--- config.mk ---
export PLATFORM = sky130hd
export DESIGN_NAME = isp_host_end_flat
export DESIGN_NICKNAME = d
export VERILOG_FILES = /design/src/logic/isp_pkg.sv /design/src/logic/isp_link_if.sv /design/src/logic/isp_host_end.sv /design/src/flat_wrapper.sv
export SDC_FILE = /design/constraint.sdc
export NUM_CORES = 1
export LEC_CHECK = 0
export BUFFER_PORTS_ARGS = -buffer_cell sky130_fd_sc_hd__buf_2
export CAP_MARGIN = 15
export CORE_MARGIN = 10
export CORE_UTILIZATION = 55
export DETAILED_ROUTE_END_ITERATION = 6
export GPL_ROUTABILITY_DRIVEN = 0
export PLACE_DENSITY = 0.74
export RECOVER_POWER = 100
export SYNTH_ARGS = -nofsm -noshare
export SYNTH_HDL_FRONTEND = slang
export SYNTH_SLANG_ARGS = --single-unit
--- constraint.sdc ---
create_clock -name clk_sys -period 3.9 [get_ports clk_sys]
set_clock_uncertainty 0.2 [all_clocks]
set_input_delay 0.78 -clock clk_sys [delete_from_list [all_inputs] [get_ports clk_sys]]
set_output_delay 0.78 -clock clk_sys [all_outputs]
set_load 0.005 [all_outputs]
--- src/logic/isp_pkg.sv ---
// Shared constants and state codes for reset and standby sequencing
package isp_pkg;
   // Reference clock: half period in clk_sys cycles (200 MHz / 10 = 20 MHz)
   localparam int unsigned REF_HALF = 5;
   // Minimum durations in reference clock cycles
   localparam logic [7:0] RST_PULSE_REF = 8'h32;
   localparam logic [7:0] RST_CLK_AFTER_REF = 8'h0A;
   localparam logic [7:0] RST_CLK_BEFORE_REF = 8'h0A;
   localparam logic [7:0] SERIAL_WAIT_REF = 8'h64;
   localparam logic [7:0] STBY_CLK_AFTER_REF = 8'h0A;
   localparam logic [7:0] STBY_CLK_BEFORE_REF = 8'h0A;
   // Device internal durations in reference clock cycles
   localparam logic [7:0] STBY_ENTRY_REF = 8'h10;
   localparam logic [7:0] SOFT_RST_REF = 8'h10;
   localparam logic [7:0] AUTOCFG_REF = 8'h08;
   // Strap fields sampled from the general-purpose pins
   localparam int unsigned STRAP_VIDEO = 0;
   localparam int unsigned STRAP_TRIG = 1;
   localparam int unsigned STRAP_LEVEL = 2;
   localparam int unsigned STRAP_W = 4;
   localparam int unsigned VIDEO_W = 16;
   localparam logic [STRAP_W-1:0] STRAP_RST = 4'h0;

   typedef enum logic [5:0] {
      D_RESET = 6'h01,
      D_DEFAULT = 6'h02,
      D_STREAM = 6'h04,
      D_STBY_ENTER = 6'h08,
      D_STBY = 6'h10,
      D_SOFT = 6'h20
   } dev_state_e;

   typedef enum logic [5:0] {
      H_RST = 6'h01,
      H_WAIT = 6'h02,
      H_READY = 6'h04,
      H_SOFT = 6'h08,
      H_STB_ON = 6'h10,
      H_STB = 6'h20
   } host_state_e;
endpackage

--- src/logic/isp_link_if.sv ---
// Pins between host controller and image processor reset block
`timescale 1ns/1ps
interface isp_link_if;
   logic hard_reset_n;
   logic standby;
   logic reference_clock_in;
   logic test_reset_n;
   logic serial_wr;
   logic serial_soft_reset;
   logic [3:0] gpio_in;
   logic [3:0] gpio_out;
   logic [3:0] gpio_oe;
   logic gpio1_out;
   logic gpio1_oe;
   logic trigger_out;
   logic trigger_oe;
   logic frame_valid_out;
   logic line_valid_out;
   logic pixel_clock_out;
   logic [15:0] video_data_out;
   logic video_oe;
   modport dev (
      input hard_reset_n, standby, reference_clock_in, test_reset_n,
      input serial_wr, serial_soft_reset, gpio_in,
      output gpio_out, gpio_oe, gpio1_out, gpio1_oe, trigger_out, trigger_oe,
      output frame_valid_out, line_valid_out, pixel_clock_out, video_data_out, video_oe
   );
   modport host (
      output hard_reset_n, standby, reference_clock_in, test_reset_n,
      output serial_wr, serial_soft_reset,
      input frame_valid_out, video_oe
   );
endinterface

--- src/logic/isp_host_end.sv ---
// Host end: drives hard reset, standby, reference clock and serial writes
// Summary of operation
// - Device floats all outputs while reset low
// - Reset low 50 cycles, clock 10 after
// - Clock runs 10 cycles before reset release
// - No serial access within 100 cycles
// - Serial register write starts device soft reset
// - Standby high enters hard standby
// - Standby low resumes normal operation
// - Clock runs 10 cycles after standby rises
// - Clock runs 10 cycles before standby falls
// - Video pins float in reset, driven if used
// - Pins five to two strapped, then float
// - Test reset held negated outside reset
`timescale 1ns/1ps
module isp_host_end #(
   parameter int unsigned REF_HALF_CYC = isp_pkg::REF_HALF,
   parameter logic [7:0] RST_REF = isp_pkg::RST_PULSE_REF,
   parameter logic [7:0] WAIT_REF = isp_pkg::SERIAL_WAIT_REF,
   parameter logic [7:0] STB_AFTER_REF = isp_pkg::STBY_CLK_AFTER_REF,
   parameter logic [7:0] STB_BEFORE_REF = isp_pkg::STBY_CLK_BEFORE_REF
) (
   // Clock and reset
   input wire logic clk_sys,
   input wire logic resetn,
   // Pins
   isp_link_if.host link,
   // Commands, one-cycle pulses
   input wire logic cmd_reset,
   input wire logic cmd_soft_reset,
   input wire logic cmd_standby,
   input wire logic cmd_wake,
   // Status
   output logic serial_ready_out,
   output logic standby_out,
   output logic busy_out,
   output logic [7:0] frame_count_out
);
   localparam logic [15:0] DIV_LAST = 16'(REF_HALF_CYC - 1);

   isp_pkg::host_state_e state_r, state_nxt;
   logic [15:0] div_r;
   logic ref_r;
   logic [7:0] cnt_r, cnt_nxt;
   logic waking_r, waking_nxt;
   logic rst_n_r, stby_r, trst_r, wr_r, soft_r;
   logic ready_r, busy_r, stbo_r;
   logic fv_d_r;
   logic [7:0] frames_r;
   logic [7:0] win_r;

   wire tick = (div_r == DIV_LAST);
   wire clk_run = (state_r != isp_pkg::H_STB) | waking_r;
   wire ref_rise = tick & ~ref_r & clk_run;
   wire in_rst = (state_r == isp_pkg::H_RST);
   wire in_ready = (state_r == isp_pkg::H_READY);
   wire fv_seen = link.frame_valid_out & link.video_oe;
   wire fv_rise = fv_seen & ~fv_d_r;

   // Divider next values
   wire [15:0] div_nxt = tick ? 16'h0000 : div_r + 16'h0001;
   wire ref_flip = tick & (clk_run | ref_r);
   // Serial window since hard reset release, second guard for writes
   wire win_done = (win_r > WAIT_REF);
   wire [7:0] win_nxt = !rst_n_r ? 8'h00 : win_r + {7'h00, ref_rise & (win_r != 8'hFF)};
   // Pin next values
   wire rst_n_nxt = (state_nxt != isp_pkg::H_RST);
   wire stby_nxt = (state_nxt == isp_pkg::H_STB_ON) | (state_nxt == isp_pkg::H_STB);
   wire wr_nxt = (state_nxt == isp_pkg::H_SOFT) & in_ready & win_done;
   // Status next values
   wire ready_nxt = (state_nxt == isp_pkg::H_READY);
   wire busy_nxt = ~ready_nxt & (state_nxt != isp_pkg::H_STB);
   wire stbo_nxt = (state_nxt == isp_pkg::H_STB);
   wire [7:0] frames_nxt = in_rst ? 8'h00 : frames_r + {7'h00, fv_rise};

   // Reference clock divider, stops only at low level
   always_ff @(posedge clk_sys or negedge resetn) begin
      if (!resetn) begin
         div_r <= 16'h0000;
         ref_r <= 1'b0;
      end else begin
         div_r <= div_nxt;
         if (ref_flip) ref_r <= ~ref_r;
      end
   end

   always_comb begin
      state_nxt = state_r;
      waking_nxt = waking_r;
      unique case (state_r)
         isp_pkg::H_RST: begin
            // Clock runs for the whole pulse, covering both margins
            if (ref_rise && cnt_r == RST_REF) state_nxt = isp_pkg::H_WAIT;
         end
         isp_pkg::H_WAIT: begin
            if (ref_rise && cnt_r == WAIT_REF) state_nxt = isp_pkg::H_READY;
         end
         isp_pkg::H_READY: begin
            if (cmd_standby) state_nxt = isp_pkg::H_STB_ON;
            else if (cmd_soft_reset) state_nxt = isp_pkg::H_SOFT;
         end
         isp_pkg::H_SOFT: begin
            state_nxt = isp_pkg::H_WAIT;
         end
         isp_pkg::H_STB_ON: begin
            if (ref_rise && cnt_r == STB_AFTER_REF) state_nxt = isp_pkg::H_STB;
         end
         isp_pkg::H_STB: begin
            if (cmd_wake) waking_nxt = 1'b1;
            if (waking_r && ref_rise && cnt_r == STB_BEFORE_REF) begin
               state_nxt = isp_pkg::H_READY;
               waking_nxt = 1'b0;
            end
         end
         default: begin
            state_nxt = isp_pkg::H_RST;
         end
      endcase
      if (cmd_reset && !in_rst) begin
         state_nxt = isp_pkg::H_RST;
         waking_nxt = 1'b0;
      end
   end

   always_comb begin
      if (state_nxt != state_r || (cmd_wake && !waking_r)) cnt_nxt = 8'h00;
      else if (ref_rise && cnt_r != 8'hFF) cnt_nxt = cnt_r + 8'h01;
      else cnt_nxt = cnt_r;
   end

   always_ff @(posedge clk_sys or negedge resetn) begin
      if (!resetn) begin
         state_r <= isp_pkg::H_RST;
         cnt_r <= 8'h00;
         waking_r <= 1'b0;
      end else begin
         state_r <= state_nxt;
         cnt_r <= cnt_nxt;
         waking_r <= waking_nxt;
      end
   end

   // Reset and standby pins
   always_ff @(posedge clk_sys or negedge resetn) begin
      if (!resetn) begin
         rst_n_r <= 1'b0;
         stby_r <= 1'b0;
         trst_r <= 1'b0;
      end else begin
         rst_n_r <= rst_n_nxt;
         stby_r <= stby_nxt;
         trst_r <= rst_n_nxt;
      end
   end

   // Serial write pins
   always_ff @(posedge clk_sys or negedge resetn) begin
      if (!resetn) begin
         wr_r <= 1'b0;
         soft_r <= 1'b0;
      end else begin
         wr_r <= wr_nxt;
         soft_r <= wr_nxt;
      end
   end

   // Serial window counter
   always_ff @(posedge clk_sys or negedge resetn) begin
      if (!resetn) begin
         win_r <= 8'h00;
      end else begin
         win_r <= win_nxt;
      end
   end

   // Status
   always_ff @(posedge clk_sys or negedge resetn) begin
      if (!resetn) begin
         ready_r <= 1'b0;
         busy_r <= 1'b1;
         stbo_r <= 1'b0;
      end else begin
         ready_r <= ready_nxt;
         busy_r <= busy_nxt;
         stbo_r <= stbo_nxt;
      end
   end

   // Frame observation
   always_ff @(posedge clk_sys or negedge resetn) begin
      if (!resetn) begin
         fv_d_r <= 1'b0;
         frames_r <= 8'h00;
      end else begin
         fv_d_r <= fv_seen;
         frames_r <= frames_nxt;
      end
   end

   assign link.hard_reset_n = rst_n_r;
   assign link.standby = stby_r;
   assign link.reference_clock_in = ref_r;
   assign link.test_reset_n = trst_r;
   assign link.serial_wr = wr_r;
   assign link.serial_soft_reset = soft_r;
   assign serial_ready_out = ready_r;
   assign standby_out = stbo_r;
   assign busy_out = busy_r;
   assign frame_count_out = frames_r;
endmodule // isp_host_end

--- src/flat_wrapper.sv ---
// flat-port wrapper written by rule: the top's interface ports become plain ports
module isp_host_end_flat 
#(
   parameter int unsigned REF_HALF_CYC = isp_pkg::REF_HALF,
   parameter logic [7:0] RST_REF = isp_pkg::RST_PULSE_REF,
   parameter logic [7:0] WAIT_REF = isp_pkg::SERIAL_WAIT_REF,
   parameter logic [7:0] STB_AFTER_REF = isp_pkg::STBY_CLK_AFTER_REF,
   parameter logic [7:0] STB_BEFORE_REF = isp_pkg::STBY_CLK_BEFORE_REF
)
  (clk_sys, resetn, cmd_reset, cmd_soft_reset, cmd_standby, cmd_wake, serial_ready_out, standby_out, busy_out, frame_count_out, link_hard_reset_n, link_standby, link_reference_clock_in, link_test_reset_n, link_serial_wr, link_serial_soft_reset, link_frame_valid_out, link_video_oe);
  isp_link_if link_i ();
  input wire logic clk_sys;
  input wire logic resetn;
  input wire logic cmd_reset;
  input wire logic cmd_soft_reset;
  input wire logic cmd_standby;
  input wire logic cmd_wake;
  output logic serial_ready_out;
  output logic standby_out;
  output logic busy_out;
  output logic [7:0] frame_count_out;
  output wire logic [$bits(link_i.hard_reset_n)-1:0] link_hard_reset_n;
  output wire logic [$bits(link_i.standby)-1:0] link_standby;
  output wire logic [$bits(link_i.reference_clock_in)-1:0] link_reference_clock_in;
  output wire logic [$bits(link_i.test_reset_n)-1:0] link_test_reset_n;
  output wire logic [$bits(link_i.serial_wr)-1:0] link_serial_wr;
  output wire logic [$bits(link_i.serial_soft_reset)-1:0] link_serial_soft_reset;
  input wire logic [$bits(link_i.frame_valid_out)-1:0] link_frame_valid_out;
  input wire logic [$bits(link_i.video_oe)-1:0] link_video_oe;
  assign link_hard_reset_n = link_i.hard_reset_n;
  assign link_standby = link_i.standby;
  assign link_reference_clock_in = link_i.reference_clock_in;
  assign link_test_reset_n = link_i.test_reset_n;
  assign link_serial_wr = link_i.serial_wr;
  assign link_serial_soft_reset = link_i.serial_soft_reset;
  assign link_i.frame_valid_out = link_frame_valid_out;
  assign link_i.video_oe = link_video_oe;
  isp_host_end #(.REF_HALF_CYC(REF_HALF_CYC), .RST_REF(RST_REF), .WAIT_REF(WAIT_REF), .STB_AFTER_REF(STB_AFTER_REF), .STB_BEFORE_REF(STB_BEFORE_REF)) u_core (.clk_sys(clk_sys), .resetn(resetn), .link(link_i), .cmd_reset(cmd_reset), .cmd_soft_reset(cmd_soft_reset), .cmd_standby(cmd_standby), .cmd_wake(cmd_wake), .serial_ready_out(serial_ready_out), .standby_out(standby_out), .busy_out(busy_out), .frame_count_out(frame_count_out));
endmodule
==> reports/metrics.yaml, run 1 <==
power.leakage_nw: 1.377
ctsResizeCount: 0
die_y_um: 93.48
use_met2_pct: 22.85
cts_htree_levels: 2
cp.arrival_ns: 3.24
path_buf_inv: 0
rsz0062_at_grt: "false"
wl_per_cell_um: 14.69
required_ns: 3.86
ys_types: 47
core-area_mm2: 0.005172
cts.sinks: 55
setup_viol: 0
grtUsageMet3_pct: 4.157
drt_first_pass_iters: 4
fillerInstances: 438
pre_cts_ws_ns: 0.8751
fin_setup_tns_ns: 0
cts_hold_buf: 0
ys_seq_elements: 55
start_util_pct: 57.40
min_period_over_period_pct: 83.99
path_max_fanout: 13
io-pin-count: 25
synth_nets: 310
cp_top_family: "simple AND/OR/NAND/NOR gates"
fmax_mhz: 305.3
wl_um: 5700
slew_violations: 37
hold_viol: 0
drive_above_1_share_pct: 9.434
grt-ovfl-total: 0
hpwl_um: 4171
cp_slowest_cell: "nor4_1"
critical_path_class: "reg -> reg"
cts_tree: "done"
holdCritPathClass: "reg -> reg"
syn_area_mm2: 0.002969
ys_warn_count: 0
synth.avg_cell_area_um2: 10.13
max-cap-violations: 1
violations: "capacitance limit, slew limit"
power.density_mw_per_mm2: 287.0
avgViaCountPerCell: 5.647
cp_cell_sequence: "nor4_1, and2_0, a211oi_4, a21oi_1, a2bb2oi_1, nor3_1"
numCtsBuffers: 5
cts_root_buffer: "clkbuf_8"
drt_iter0_drc: 133
syn_to_final_growth_pct: 8.259
slowest_delay_ns: 0.77
grtUsageMet1_pct: 18.14
cp-end-kind: "register"
critPathLaunchType: "register"
grt_pass1_wl_um: 10320
maxSlewHeadroom_pct: -25.82
antenna_left: 0
setup_ws_ns: 0.6246
grt_max_degree: 37
busiest_layer: "met2"
fin_nets: 334
diodes: 0
synth_seq_area_share_pct: 46.44
clk_latency_ns: 0.31
grt_pass1_vias: 2182
cts.path.max_buffers: 2
antenna_found_initial: 0
drc: 0
num_vias: 2191
tightest_slew_ns: 1.887
clk_pin_slew_worst_paths_ns: 0.09
status: "finished, violations left"
grt_usage_pct: 14.20
syn_inst: 293
peakVddDrop_uv: 268.9
port_buffers: 24
postCtsSetupBuffers: 0
dieArea_mm2: 0.008738
fp.dieW_um: 93.48
rows: 26
min_period_ns: 3.275
[worst register-to-register path: stages (launching register included)]
cell,delay (ns)
dfrtp_1,0.51
nor4_1,0.77
and2_0,0.57
a211oi_4,0.18
a21oi_1,0.17
a2bb2oi_1,0.59
nor3_1,0.14
[cells by family (layout without fill, tap and decap cells)]
kind of cell / Yosys count / in the layout / share of synthesized area, %
compound gates: 31 / 31 / 8.639
xor+xnor: 31 / 31 / 9.145
fa+ha+maj: 9 / 9 / 3.793
buf+inv: 18 / 43 / 2.697
flops: 55 / 55 / 46.44
mux: 1 / 1 / 0.3371
simple gates: 148 / 148 / 28.95
[metal layers]
metal / share of wire, % / vias up
li1: - / 1098
met3: 5.8 / 5
met1: 46 / 1045
met5: 0 / -
met4: 1.0 / 0
met2: 47 / 43
[flip-flops by register name (all words and copies together), names as in the netlist]
signal	cells
u_core.div_r	16
u_core.busy_out	1
u_core.link.reference_clock_in	1
u_core.link.standby	1
u_core.frame_count_out	8
u_core.link.hard_reset_n	1
u_core.state_r	6
u_core.link.serial_wr	1
u_core.fv_d_r	1
u_core.standby_out	1
u_core.waking_r	1
u_core.serial_ready_out	1
u_core.cnt_r	8
u_core.win_r	8
[where the power goes]
group / internal, mW / switching (mW)
clock: 0.162 / 0.173
combinational: 0.00367 / 0.0131
sequential: 0.570 / 0.000132
[final cells by class]
type	instances	area [um2]	share of cell area, %
sequential	55	1379	42.90
clock buffer	8	100.1	3.114
tap	70	87.58	2.725
inverter	9	33.78	1.051
timing repair buffer	26	110.1	3.425
multi-input combinational	220	1504	46.79
[through the flow]
stage | utilization, % | instances | hold WS, ns | power, mW | cell area, um2
global route | 62.14 | 388 | 0.2827 | 0.9646 | 3214
global placement | 60.81 | 380 | 0.2665 | 0.5996 | 3146
finish | 62.14 | 388 | 0.2709 | 0.9224 | 3214
CTS | 62.75 | 388 | 0.2746 | 0.9370 | 3246
detailed placement | 60.81 | 380 | 0.2575 | 0.5999 | 3146
floorplan | - | 293 | 0.2429 | 0.5839 | 2969
[cell usage after synthesis, drive strengths merged]
cell type	number	area, um2
a21oi	5	25.02
o2111ai	1	26.28
or3	6	42.54
a21boi	3	22.52
nand3	15	75.07
buf	6	35.03
nor4bb	1	10.01
a211o	1	8.760
nand2b	3	18.77
and2	11	68.82
nor4b	4	35.03
xor2	16	140.1
ha	9	112.6
clkbuf	3	11.26
or4	2	15.01
a221o	1	10.01
o22ai	2	12.51
nor3	13	75.07
dfstp	2	52.55
dfrtp	53	1326
and3b	1	8.760
a22oi	1	7.510
a211oi	2	32.53
and3	7	43.79
a31oi	4	25.02
o31ai	2	15.01
mux2i	1	10.01
or3b	1	11.26
nand2	21	78.83
nor4	12	102.6
nor3b	4	35.03
a2bb2oi	1	8.760
nor2b	7	43.79
nand4	14	87.58
o21ai	7	35.03
xnor2	15	131.4
a2111oi	1	27.53
inv	9	33.78
and4	2	17.52
nor2	24	90.09
[final timing paths]
kind | depth (start not counted) | end | slack (ns) | startpoint
max | 6 | u_core.cnt_r[1]$_DFFE_PN0P_ | 0.62 | u_core.state_r[4]$_DFF_PN0_
min | 1 | u_core.div_r[15]$_DFF_PN0_ | 0.27 | u_core.div_r[15]$_DFF_PN0_
max reg2reg | 6 | u_core.cnt_r[1]$_DFFE_PN0P_ | 0.62 | u_core.state_r[4]$_DFF_PN0_
min reg2reg | 1 | u_core.div_r[15]$_DFF_PN0_ | 0.27 | u_core.div_r[15]$_DFF_PN0_
max in group asynchronous | 2 | u_core.div_r[10]$_DFF_PN0_ | 1.01 | resetn
min in group asynchronous | 1 | u_core.link.standby$_DFF_PN0_ | 0.78 | resetn
[placed cells by master, fill, tap and decap left out, types with 2 or more instances in the layout]
cell type / count
and4_1: 2
a21boi_0: 3
nor2b_1: 7
and2_1: 6
nand3_1: 15
dfstp_2: 2
buf_2: 10
and3_1: 7
nor4b_1: 4
clkbuf_8: 7
nand4_1: 14
nor3_1: 11
o31ai_1: 2
o22ai_1: 2
nor3b_1: 3
xnor2_1: 15
or4_1: 2
or3_1: 5
a21oi_1: 5
o21ai_0: 7
ha_1: 9
and2_0: 5
nor3_2: 2
dfrtp_1: 53
a31oi_1: 4
inv_1: 9
nor2_1: 24
nand2_1: 21
nor4_1: 10
clkbuf_1: 17
nand2b_1: 3
xor2_1: 16
No activity file was read; power rests on OpenSTA's default activity.
==> run 2: changes to the inputs <==
==> constraint.sdc (replaced) <==
create_clock -name clk_sys -period 3.2 [get_ports clk_sys]
set_clock_uncertainty 0.2 [all_clocks]
set_input_delay 0.64 -clock clk_sys [delete_from_list [all_inputs] [get_ports clk_sys]]
set_output_delay 0.64 -clock clk_sys [all_outputs]
set_load 0.005 [all_outputs]
==> reports/metrics.yaml, run 2 (synthesized netlist as in run 1, its figures left out) <==
cts_root_buffer: "clkbuf_8"
antenna_left: 0  # unchanged
dieArea_mm2: 0.008738  # unchanged
wl_per_cell_um: 15.06  # +2.5%
fmax_mhz: 349.3  # +14%
port_buffers: 24  # unchanged
numCtsBuffers: 5  # unchanged
cts.sinks: 55  # unchanged
holdCritPathClass: "reg -> reg"
critPathLaunchType: "register"
cts_tree: "done"
drc: 0  # unchanged
slew_violations: 0  # -100%
grt_pass1_wl_um: 10280  # -0.40%
ctsResizeCount: 0  # unchanged
clk_pin_slew_worst_paths_ns: 0.10  # about the same
cts.path.max_buffers: 2  # unchanged
fp.dieW_um: 93.48  # unchanged
grt_pass1_vias: 2230  # +2.2%
cts_hold_buf: 0  # unchanged
rsz0062_at_grt: "false"
hold_viol: 0  # unchanged
io-pin-count: 25  # unchanged
multi_input_area_mm2: 0.001503  # about the same
diodes: 0  # unchanged
top_register: "u_core.div_r"
fillerInstances: 445  # +1.6%
syn_to_final_growth_pct: 8.934
die_y_um: 93.48  # unchanged
cp-end-kind: "register"
layout_common_cells: "53 x dfrtp_1, 24 x nor2_1, 21 x nand2_1"
fin_nets: 337  # +0.90%
grt_usage_pct: 14.17  # -0.029 points
path_max_fanout: 13  # unchanged
drive_above_1_share_pct: 10.90  # +1.5 points
min_period_ns: 2.863  # -0.4124 ns
maxSlewHeadroom_pct: 11.51  # +37 points
grt_max_degree: 56  # +51%
layout_commonest_cell: "dfrtp_1"
grt-ovfl-total: 0  # unchanged
postCtsSetupBuffers: 0  # unchanged
power.leakage_nw: 1.384  # +0.56%
status: "finished clean"
wl_um: 5888  # +3.3%
fin_setup_tns_ns: 0  # unchanged
largest_reg_flops: 16  # unchanged
antenna_found_initial: 0  # unchanged
clk_latency_ns: 0.32  # about the same
tightest_slew_ns: 1.327  # -0.5600 ns
rows: 26  # unchanged
postLayoutCoreUtil_pct: 62.53  # +0.39 points
register_area_mm2: 0.001379  # unchanged
avgViaCountPerCell: 5.765  # +2.1%
num_vias: 2254  # +2.9%
hpwl_um: 4265  # +2.2%
drt_iter0_drc: 169  # +27%
power.density_mw_per_mm2: 346.8  # +21%
min_period_over_period_pct: 89.47  # +5.5 points
max-cap-violations: 0  # -1
drt_first_pass_iters: 4  # unchanged
core-area_mm2: 0.005172  # unchanged
cp.arrival_ns: 2.89  # -0.35 ns
required_ns: 3.22  # -0.64 ns
cts_htree_levels: 2  # unchanged
critical_path_class: "reg -> reg"
setup_viol: 0  # unchanged
start_util_pct: 57.40  # unchanged
peakVddDrop_uv: 225.8  # -16%
## run 2: cell types whose count changed in the layout (fill, tap and decap cells not counted), sizes merged
cell / previous run / this run
clkinv: 0 / 1
clkinvlp: 0 / 1
clkbuf: 24 / 23
buf: 10 / 12
## run 2: layer usage
metal  global-route usage, %  share of wire (%)  routed length (um)
met1                   17.41                 45                2623
met2                   23.20                 48                2807
met3                   3.837                6.4                 377
met4                   5.270                1.4                  80
met5                       0                  0                   0
## run 2: critical path, cell delays in order (launching register included)
cell and delay [ns]:
dfrtp_1 0.52, xor2_1 0.22, a221o_1 0.37, a211oi_2 0.73, and3_1 0.32, o2111ai_4 0.18
nor3_1 0.23
## run 2: per-stage QoR
stage | setup WS, ns | total power [mW] | cells | area (um2) | hold WS [ns]
after floorplan | 0.5391 | 0.7116 | 293 | 2969 | 0.1444
after global placement | 0.5229 | 0.7307 | 383 | 3168 | 0.2643
after detailed placement | 0.4580 | 0.7312 | 383 | 3168 | 0.2588
after CTS | 0.4362 | 1.136 | 391 | 3267 | 0.2657
after global routing | 0.1902 | 1.168 | 391 | 3234 | 0.3092
final | 0.3370 | 1.122 | 391 | 3234 | 0.2731
## run 2: worst paths after layout
kind                                                   from                          end  slack (ns)  cells past startpoint
worst min register to register   u_core.div_r[15]$_DFF_PN0_   u_core.div_r[15]$_DFF_PN0_        0.27                      1
worst min-delay path             u_core.div_r[15]$_DFF_PN0_   u_core.div_r[15]$_DFF_PN0_        0.27                      1
max in group asynchronous                            resetn  u_core.cnt_r[3]$_DFFE_PN0P_        1.51                      2
worst max register to register  u_core.state_r[4]$_DFF_PN0_  u_core.cnt_r[3]$_DFFE_PN0P_        0.34                      6
worst max-delay path            u_core.state_r[4]$_DFF_PN0_  u_core.cnt_r[3]$_DFFE_PN0P_        0.34                      6
min in group asynchronous                            resetn    u_core.win_r[6]$_DFF_PN0_        0.49                      2
## run 2: power by group
part / internal [mW] / switching [mW]
combinational: 0.00476 / 0.0158
clock: 0.177 / 0.229
sequential: 0.695 / 0.000165
total: 0.877 / 0.245
## run 2: area by class of cell
class                           count  area share, %
Multi-Input combinational cell    220          46.46
Sequential cell                    55          42.63
Timing Repair Buffer               29          4.101
Tap cell                           70          2.708
Clock buffer                        6          2.553
Inverter                            9          1.044
Clock inverter                      2         0.5029
